**src/inc/srw_pkg.sv**
```systemverilog
// Shared constants and carrier types for the supervisor reset watchdog.
// Assumes a 10 MHz system clock; all times become cycle counts here.
package srw_pkg;

  localparam int unsigned CLK_HZ = 10_000_000;

  // Reset hold period in milliseconds and its cycle count.
  localparam int unsigned HOLD_MS     = 200;
  localparam int unsigned HOLD_CYCLES = HOLD_MS * (CLK_HZ / 1000);

  // Watchdog timeout in milliseconds (1.6 s nominal) and cycle count.
  localparam int unsigned WDOG_MS     = 1600;
  localparam int unsigned WDOG_CYCLES = WDOG_MS * (CLK_HZ / 1000);

  // Internal service driver is low for 7/8 and high for 1/8 of a period.
  localparam int unsigned SVC_NUM     = 7;
  localparam int unsigned SVC_DEN     = 8;

  // Manual reset shorter than 100 ns is noise; 1.0 us is always taken.
  localparam int unsigned MR_FILT_NS     = 500;
  localparam int unsigned MR_FILT_CYCLES = (MR_FILT_NS * (CLK_HZ / 1_000_000)
                                            + 999) / 1000;

  // Supply glitch rejection of 15 us, rounded down to cycles.
  localparam int unsigned GLITCH_US     = 15;
  localparam int unsigned GLITCH_CYCLES = GLITCH_US * (CLK_HZ / 1_000_000);

  // Reset state after power up.
  localparam logic RESET_ASSERTED_AT_RESET = 1'b1;

  // Reset causes gathered together.
  typedef struct packed {
    logic supply_low;
    logic manual;
    logic watchdog;
  } srw_cause_t;

  // Hold sequencer states.
  typedef enum logic [0:0] {
    SRW_HOLD = 1'b0,
    SRW_RUN  = 1'b1
  } srw_state_t;

endpackage

```
**src/rtl/srw_filter.sv**
```systemverilog
// Level filter: output follows the input only after it stays stable
// for a set number of cycles. Inputs are synchronous to the clock.
`timescale 1ns/100ps

module srw_filter #(
  parameter int unsigned CYCLES = 5,
  parameter logic        INIT   = 1'b1
) (
  input  wire logic clk,
  input  wire logic rst_n,
  input  wire logic din,
  output logic      dout
);

  localparam int unsigned CW = $clog2(CYCLES + 1);

  logic [CW-1:0] cnt_reg;
  logic          dout_reg;

  // Count while the input differs from the output; any agreement restarts.
  always_ff @(posedge clk or negedge rst_n) begin
    if (!rst_n) begin
      cnt_reg  <= '0;
      dout_reg <= INIT;
    end else if (din == dout_reg) begin
      cnt_reg <= '0;
    end else if (cnt_reg >= CW'(CYCLES - 1)) begin
      cnt_reg  <= '0;
      dout_reg <= din;
    end else begin
      cnt_reg <= cnt_reg + CW'(1);
    end
  end

  assign dout = dout_reg;

endmodule // srw_filter

```
**src/rtl/srw_top.sv**
```systemverilog
// Supervisor reset watchdog: reset sequencer, watchdog timer and the
// internal service driver for a floating kick input.
// Assumes all inputs synchronous to CLOCK, and the kick pin's wire level
// resolved outside from KICK_OE and KICK_OUT.
// Timing in short, in clock cycles of CLOCK:
// A supply or manual cause must pass its level filter before it counts.
// The supply filter needs GLITCH_CYCLES steady samples and the manual
// filter needs MR_FILT_CYCLES. Once a filtered cause is present, the hold
// sequencer is forced back to its hold state with a cleared count. The
// active-low reset output falls on that same edge. When every cause
// has gone, the hold count runs for HOLD_CYCLES. The sequencer moves to
// run and the reset outputs release one edge later.
//
// The watchdog fires when no kick edge has been seen for WDOG_CYCLES
// cycles while reset is released. The fire flag lasts one cycle and is
// treated like any other cause, so a watchdog reset lasts a full hold
// period as well.
//
// The internal service driver runs one cycle faster than the timeout.
// A floating pin therefore always sees an edge before the timer fires.
// The trade-off is that the service high phase is one cycle shorter
// than an exact eighth of the timeout.
`timescale 1ns/100ps

module srw_top #(
  parameter int unsigned HOLD_CYCLES   = srw_pkg::HOLD_CYCLES,
  parameter int unsigned WDOG_CYCLES   = srw_pkg::WDOG_CYCLES,
  parameter int unsigned GLITCH_CYCLES = srw_pkg::GLITCH_CYCLES
) (
  input  wire logic CLOCK,
  input  wire logic RST_B,
  input  wire logic SUPPLY_LOW,
  input  wire logic MANUAL_RESET_IN_N,
  input  wire logic WATCHDOG_KICK_IN,
  output logic      WATCHDOG_KICK_OUT,
  output logic      WATCHDOG_KICK_OE,
  output logic      RESET_OUT_N,
  output logic      RESET_OUT
);

  localparam int unsigned HW = $clog2(HOLD_CYCLES + 1);
  localparam int unsigned WW = $clog2(WDOG_CYCLES + 1);
  localparam int unsigned SVC_HIGH_AT =
    (WDOG_CYCLES * srw_pkg::SVC_NUM) / srw_pkg::SVC_DEN;
  // The service driver runs a little fast so it always beats the timer.
  localparam int unsigned SVC_PERIOD = SVC_HIGH_AT + WDOG_CYCLES / 8 - 1;

  srw_pkg::srw_cause_t cause;
  srw_pkg::srw_state_t state_reg;
  logic [HW-1:0]       hold_cnt_reg;
  logic [WW-1:0]       wdog_cnt_reg;
  logic [WW-1:0]       svc_cnt_reg;
  logic                kick_prev_reg;
  logic                wdog_fire_reg;
  logic                supply_low_f;
  logic                manual_n_f;
  logic                reset_n_reg;
  logic                reset_reg;
  logic                svc_out_reg;
  logic                kick_oe_reg;
  logic                kick_edge;

  // Supply comparator output is filtered so short dips are ignored.
  srw_filter #(
    .CYCLES (GLITCH_CYCLES),
    .INIT   (1'b1)
  ) u_supply_filter (
    .clk   (CLOCK),
    .rst_n (RST_B),
    .din   (SUPPLY_LOW),
    .dout  (supply_low_f)
  );

  // Manual input is filtered; bounces shorter than the window collapse.
  srw_filter #(
    .CYCLES (srw_pkg::MR_FILT_CYCLES),
    .INIT   (1'b1)
  ) u_manual_filter (
    .clk   (CLOCK),
    .rst_n (RST_B),
    .din   (MANUAL_RESET_IN_N),
    .dout  (manual_n_f)
  );

  // Every cause that forces reset while it is present.
  always_comb begin
    cause.supply_low = supply_low_f;
    cause.manual     = !manual_n_f;
    cause.watchdog   = wdog_fire_reg;
  end

  // Hold sequencer: any cause reloads the hold count, so each new dip or
  // press restarts the full hold period after it clears.
  always_ff @(posedge CLOCK or negedge RST_B) begin
    if (!RST_B) begin
      state_reg    <= srw_pkg::SRW_HOLD;
      hold_cnt_reg <= '0;
    end else if (|cause) begin
      state_reg    <= srw_pkg::SRW_HOLD;
      hold_cnt_reg <= '0;
    end else begin
      case (state_reg)
        srw_pkg::SRW_HOLD: begin
          if (hold_cnt_reg >= HW'(HOLD_CYCLES - 1)) begin
            state_reg <= srw_pkg::SRW_RUN;
          end else begin
            hold_cnt_reg <= hold_cnt_reg + HW'(1);
          end
        end
        srw_pkg::SRW_RUN: begin
          hold_cnt_reg <= '0;
        end
        default: begin
          state_reg <= srw_pkg::SRW_HOLD;
        end
      endcase
    end
  end

  // Reset outputs come from flip-flops and are always complementary.
  always_ff @(posedge CLOCK or negedge RST_B) begin
    if (!RST_B) begin
      reset_n_reg <= !srw_pkg::RESET_ASSERTED_AT_RESET;
      reset_reg   <= srw_pkg::RESET_ASSERTED_AT_RESET;
    end else begin
      reset_n_reg <= (state_reg == srw_pkg::SRW_RUN) && !(|cause);
      reset_reg   <= !((state_reg == srw_pkg::SRW_RUN) && !(|cause));
    end
  end

  // Kick pin is sampled every cycle; at 100 ns a 50 ns pulse can slip
  // between edges, so the pin's pulses must span one clock edge.
  always_ff @(posedge CLOCK or negedge RST_B) begin
    if (!RST_B) begin
      kick_prev_reg <= 1'b0;
    end else begin
      kick_prev_reg <= WATCHDOG_KICK_IN;
    end
  end

  assign kick_edge = WATCHDOG_KICK_IN ^ kick_prev_reg;

  // Watchdog timer: held clear during reset, cleared by any kick edge,
  // fires once it reaches the timeout and holds the cause for one cycle.
  always_ff @(posedge CLOCK or negedge RST_B) begin
    if (!RST_B) begin
      wdog_cnt_reg  <= '0;
      wdog_fire_reg <= 1'b0;
    end else if (!reset_n_reg || kick_edge) begin
      wdog_cnt_reg  <= '0;
      wdog_fire_reg <= 1'b0;
    end else if (wdog_cnt_reg >= WW'(WDOG_CYCLES - 1)) begin
      wdog_cnt_reg  <= '0;
      wdog_fire_reg <= 1'b1;
    end else begin
      wdog_cnt_reg  <= wdog_cnt_reg + WW'(1);
      wdog_fire_reg <= 1'b0;
    end
  end

  // Internal service driver: low for the first 7/8 of its period, high
  // for the rest. It is free running so a floating pin never times out.
  always_ff @(posedge CLOCK or negedge RST_B) begin
    if (!RST_B) begin
      svc_cnt_reg <= '0;
      svc_out_reg <= 1'b0;
    end else begin
      if (svc_cnt_reg >= WW'(SVC_PERIOD - 1)) begin
        svc_cnt_reg <= '0;
      end else begin
        svc_cnt_reg <= svc_cnt_reg + WW'(1);
      end
      svc_out_reg <= (svc_cnt_reg >= WW'(SVC_HIGH_AT - 1)) &&
                     (svc_cnt_reg <  WW'(SVC_PERIOD - 1));
    end
  end

  // Weak service drive is enabled from the first edge after reset.
  // It comes from a flip-flop so the pin enable never glitches with reset.
  always_ff @(posedge CLOCK or negedge RST_B) begin
    if (!RST_B) begin
      kick_oe_reg <= 1'b0;
    end else begin
      kick_oe_reg <= 1'b1;
    end
  end

  // All outputs come straight from flip-flops.
  assign WATCHDOG_KICK_OUT = svc_out_reg;
  assign WATCHDOG_KICK_OE  = kick_oe_reg;
  assign RESET_OUT_N       = reset_n_reg;
  assign RESET_OUT         = reset_reg;

endmodule // srw_top

```
**config.mk**
```make
export PLATFORM = sky130hd
export DESIGN_NAME = srw_top
export DESIGN_NICKNAME = d
export VERILOG_FILES = /design/src/inc/srw_pkg.sv /design/src/rtl/srw_filter.sv /design/src/rtl/srw_top.sv
export SDC_FILE = /design/constraint.sdc
export NUM_CORES = 1
export LEC_CHECK = 0
export BUFFER_PORTS_ARGS = -buffer_cell sky130_fd_sc_hd__buf_2
export CORE_ASPECT_RATIO = 1.75
export CORE_MARGIN = 1
export CORE_UTILIZATION = 60
export DETAILED_ROUTE_END_ITERATION = 12
export PLACE_DENSITY = 0.76
export RECOVER_POWER = 25
export SLEW_MARGIN = 40
export SYNTH_ARGS = -nofsm -noshare
export SYNTH_HDL_FRONTEND = slang
export SYNTH_SLANG_ARGS = --single-unit
export TNS_END_PERCENT = 20
```
**constraint.sdc**
```tcl
create_clock -name CLOCK -period 2.9 [get_ports CLOCK]
set_clock_uncertainty 0.05 [all_clocks]
set_input_delay 0.435 -clock CLOCK [delete_from_list [all_inputs] [get_ports CLOCK]]
set_output_delay 0.435 -clock CLOCK [all_outputs]
set_load 0.005 [all_outputs]
```
==> impl_metrics.py <==
metrics = {
    "worst_hold_path": {
        "hp-class": "in -> async",
    },
    "floorplanning": {
        "core_area_mm2": 0.00734,
        "io_pins": 9,
        "start_util_pct": 62.7,
        "die_h_um": 118,
        "die_x_um": 68.2,
        "dieArea_mm2": 0.00803,
        "rows": 41,
    },
    "layout": {
        "areaGrowthSynthToFinish_pct": 9.03,
        "insertedDiodeCount": 0,
        "final_nets": 507,
        "fillCellCount": 592,
        "drive_gt1_share_pct": 8.43,
    },
    "critical_path": {
        "setup.worst_path.start": "hold_cnt_reg[12]",
        "cp-endpoint": "hold_cnt_reg[5]",
        "max_stage_delay_ps": 570,
        "critPathTopFamily": "simple AND/OR/NAND/NOR gates",
        "r2r_slack_ps": 550,
        "r2r_cells": 5,
        "crit_slowest_cell": "or4_4",
        "worstPathRequired_ps": 3060,
        "start_kind": "flop",
        "reg2reg_to": "hold_cnt_reg[5]",
        "crit_path_end_kind": "flop",
        "path_buf_inv": 0,
        "rr_startpoint": "hold_cnt_reg[12]",
        "worstPathMaxFanout": 30,
        "worstPathCellList": "or4_4 -> nor4b_2 -> a31o_2 -> nor4_1 -> mux2i_1",
        "critical_path_arrival_ps": 2520,
        "path_class": "reg -> reg",
        "cp_num_cells": 5,
    },
    "clock_network": {
        "clk_pin_slew_ps": 60,
        "cts_resized": 0,
        "clk_latency_ps": 330,
        "cts_setup_buffers": 0,
        "cts_tree": "yes",
        "clk_root_buffer_cell": "clkbuf_16",
        "cts_buffer_depth": 2,
        "holdBufCountCts": 0,
        "htree_num_levels": 3,
        "cts_sinks": 89,
        "cts_buffers": 9,
    },
    "global_route": {
        "grt_pass1_vias": 3362,
        "antenna_found_initial": 0,
        "grt_pass1_wl_um": 14600,
        "grt_usage_pct": 24.1,
        "grt-ovfl-total": 0,
        "grt_max_degree": 46,
    },
    "status": {
        "status": "complete, no violations",
    },
    "timing": {
        "layout_min_cycle_time_ps": 2350,
        "worstMarginPinSlew_ps": 635,
        "setup_violations": 0,
        "worst_slew_margin_rel_pct": 57.3,
        "fin_tns_setup_ps": 0,
        "final_hold_viol_count": 0,
        "timing.fmax_mhz": 425,
        "setup_slack_ps": 546,
        "finalMaxSlewViolations": 0,
        "period_share_pct": 81.2,
        "whs_ps": 40.5,
        "rsz0062_at_grt": "false",
    },
    "detailed_routing": {
        "dr.pass1.iters": 5,
        "vias": 3432,
        "ant_nets": 0,
        "drtIter0Drc": 216,
        "drc": 0,
        "wl_per_cell_um": 14.8,
        "viasPerCell": 5.88,
        "wl_um": 8630,
    },
    "yosys": {
        "syn_area_per_cell_um2": 9.54,
        "netlist_area_mm2": 0.00460,
        "ys.flop_type": "dfrtp_1",
        "ys_seq_elements": 89,
        "ys_seq_area_share_pct": 48.5,
        "syn_inst": 482,
        "yosys_warnings": 0,
        "synth_edf_count": 0,
        "synthDistinctLibCells": 52,
        "synth_fp_nets": 496,
        "ys_async_sr_fraction_pct": 100,
    },
    "power": {
        "p_leak_nw": 2.11,
        "finalPower_w": 0.00267,
        "power_density_mw_per_mm2": 533,
        "peakVddDrop_mv": 0.359,
    },
    "flow_run": {
        "drv_cap": 0,
    },
    "placement": {
        "portBuffers": 8,
        "dp_hpwl_um": 5980,
        "dpl_worst_slack_ps": 600,
        "gp_congestion": 0.868,
    },
}
## synthesized netlist by cell type, types with 3 or more instances
| cell type | instances | share of area, % |
|---|---|---|
| dfrtp_1 | 86 | 47 |
| nor2_1 | 82 | 6.7 |
| xnor2_1 | 32 | 6.1 |
| nand2_1 | 29 | 2.4 |
| nand3_1 | 27 | 2.9 |
| nand4_1 | 22 | 3.0 |
| xor2_1 | 21 | 4.0 |
| inv_1 | 20 | 1.6 |
| nor3_1 | 17 | 1.8 |
| a21oi_1 | 14 | 1.5 |
| nor4_1 | 10 | 1.4 |
| ha_1 | 9 | 2.4 |
| or4_1 | 9 | 1.5 |
| or3_1 | 8 | 1.1 |
| clkbuf_1 | 7 | 0.57 |
| nand2b_1 | 7 | 0.95 |
| and2_1 | 6 | 0.82 |
| and3_1 | 6 | 0.82 |
| o21ai_1 | 6 | 0.65 |
| o31ai_1 | 6 | 0.98 |
| buf_2 | 5 | 0.54 |
| and4_1 | 4 | 0.76 |
| mux2i_1 | 4 | 0.87 |
| o211ai_1 | 4 | 0.65 |
| or2_2 | 4 | 0.54 |
| dfstp_2 | 3 | 1.7 |
## worst min path at each step
stage / start / endpoint / cells past startpoint
2_1_floorplan: RST_B / RESET_OUT_N / 0
3_3_place_gp: state_reg / RESET_OUT / 1
5_1_grt: RST_B / u_supply_filter.cnt_reg[1] / 1
4_1_cts: RST_B / u_supply_filter.cnt_reg[1] / 1
6_report: RST_B / u_supply_filter.cnt_reg[0] / 1
3_5_place_dp: state_reg / RESET_OUT / 1
## cells by family (layout without fill, tap and decap cells)
| kind of cell | Yosys count | in the layout | share of synthesized area, % |
|---|---|---|---|
| adders and majority gates | 9 | 9 | 2.45 |
| and+or+nand+nor | 240 | 240 | 26.7 |
| DFF | 89 | 89 | 48.5 |
| buffers and inverters | 35 | 51 | 3.40 |
| other | 1 | 1 | 0.0815 |
| AOI/OAI and AO/OA | 49 | 49 | 7.43 |
| muxes | 6 | 6 | 1.36 |
| xor gates and xnor gates | 53 | 53 | 10.1 |
## report_power, final
part / internal (W) / total, W / switching (W)
registers: 0.00129 / 0.00132 / 0.0000374
logic: 0.0000866 / 0.000232 / 0.000145
clock network: 0.000667 / 0.00112 / 0.000448
## layout make-up
cell class	instances	area, µm²	share of cell area, %
multi-input combinational	358	2210	44.1
clock buffer	13	240	4.79
clock inverter	3	42.5	0.848
inverter	20	75.1	1.50
timing repair buffer	15	106	2.12
sequential	89	2230	44.5
tap	86	108	2.15
## per-stage QoR
step	cell area, µm²	instances	utilization (%)
after floorplan	4600	482	-
after global placement	4730	568	64.5
after detailed placement	4730	568	64.5
after CTS	5020	584	68.4
after global routing	5010	584	68.4
final	5010	584	68.4
## cell usage in the layout, fill, tap and decap left out, types with 3 or more instances in the layout
cell	synthesis	routed
or2_2	4	4
and3_1	6	6
mux2i_1	4	4
dfstp_2	3	3
or3_1	8	8
buf_4	1	7
o211ai_1	4	4
nor4_1	10	10
nand4_1	22	22
nand3_1	27	27
dfrtp_1	86	86
xor2_1	21	21
xnor2_1	32	32
inv_1	20	20
a21oi_1	14	14
clkbuf_16	0	9
clkbuf_1	7	5
and2_1	6	6
nor3_1	17	17
nor2_1	82	82
nand2b_1	7	7
nand2_1	29	29
ha_1	9	9
o31ai_1	6	6
and4_1	4	4
o21ai_1	6	6
or4_1	9	9
buf_2	5	6
## routing by layer
metal / vias up / global-route usage [%] / share of wire (%)
li1: 1696 / - / -
met4: 0 / 11.7 / 1.9
met1: 1678 / 27.1 / 42
met3: 14 / 5.52 / 2.4
met2: 44 / 40.8 / 54
met5: - / 0 / 0
Note: power is estimated with default switching activity, not from simulation.
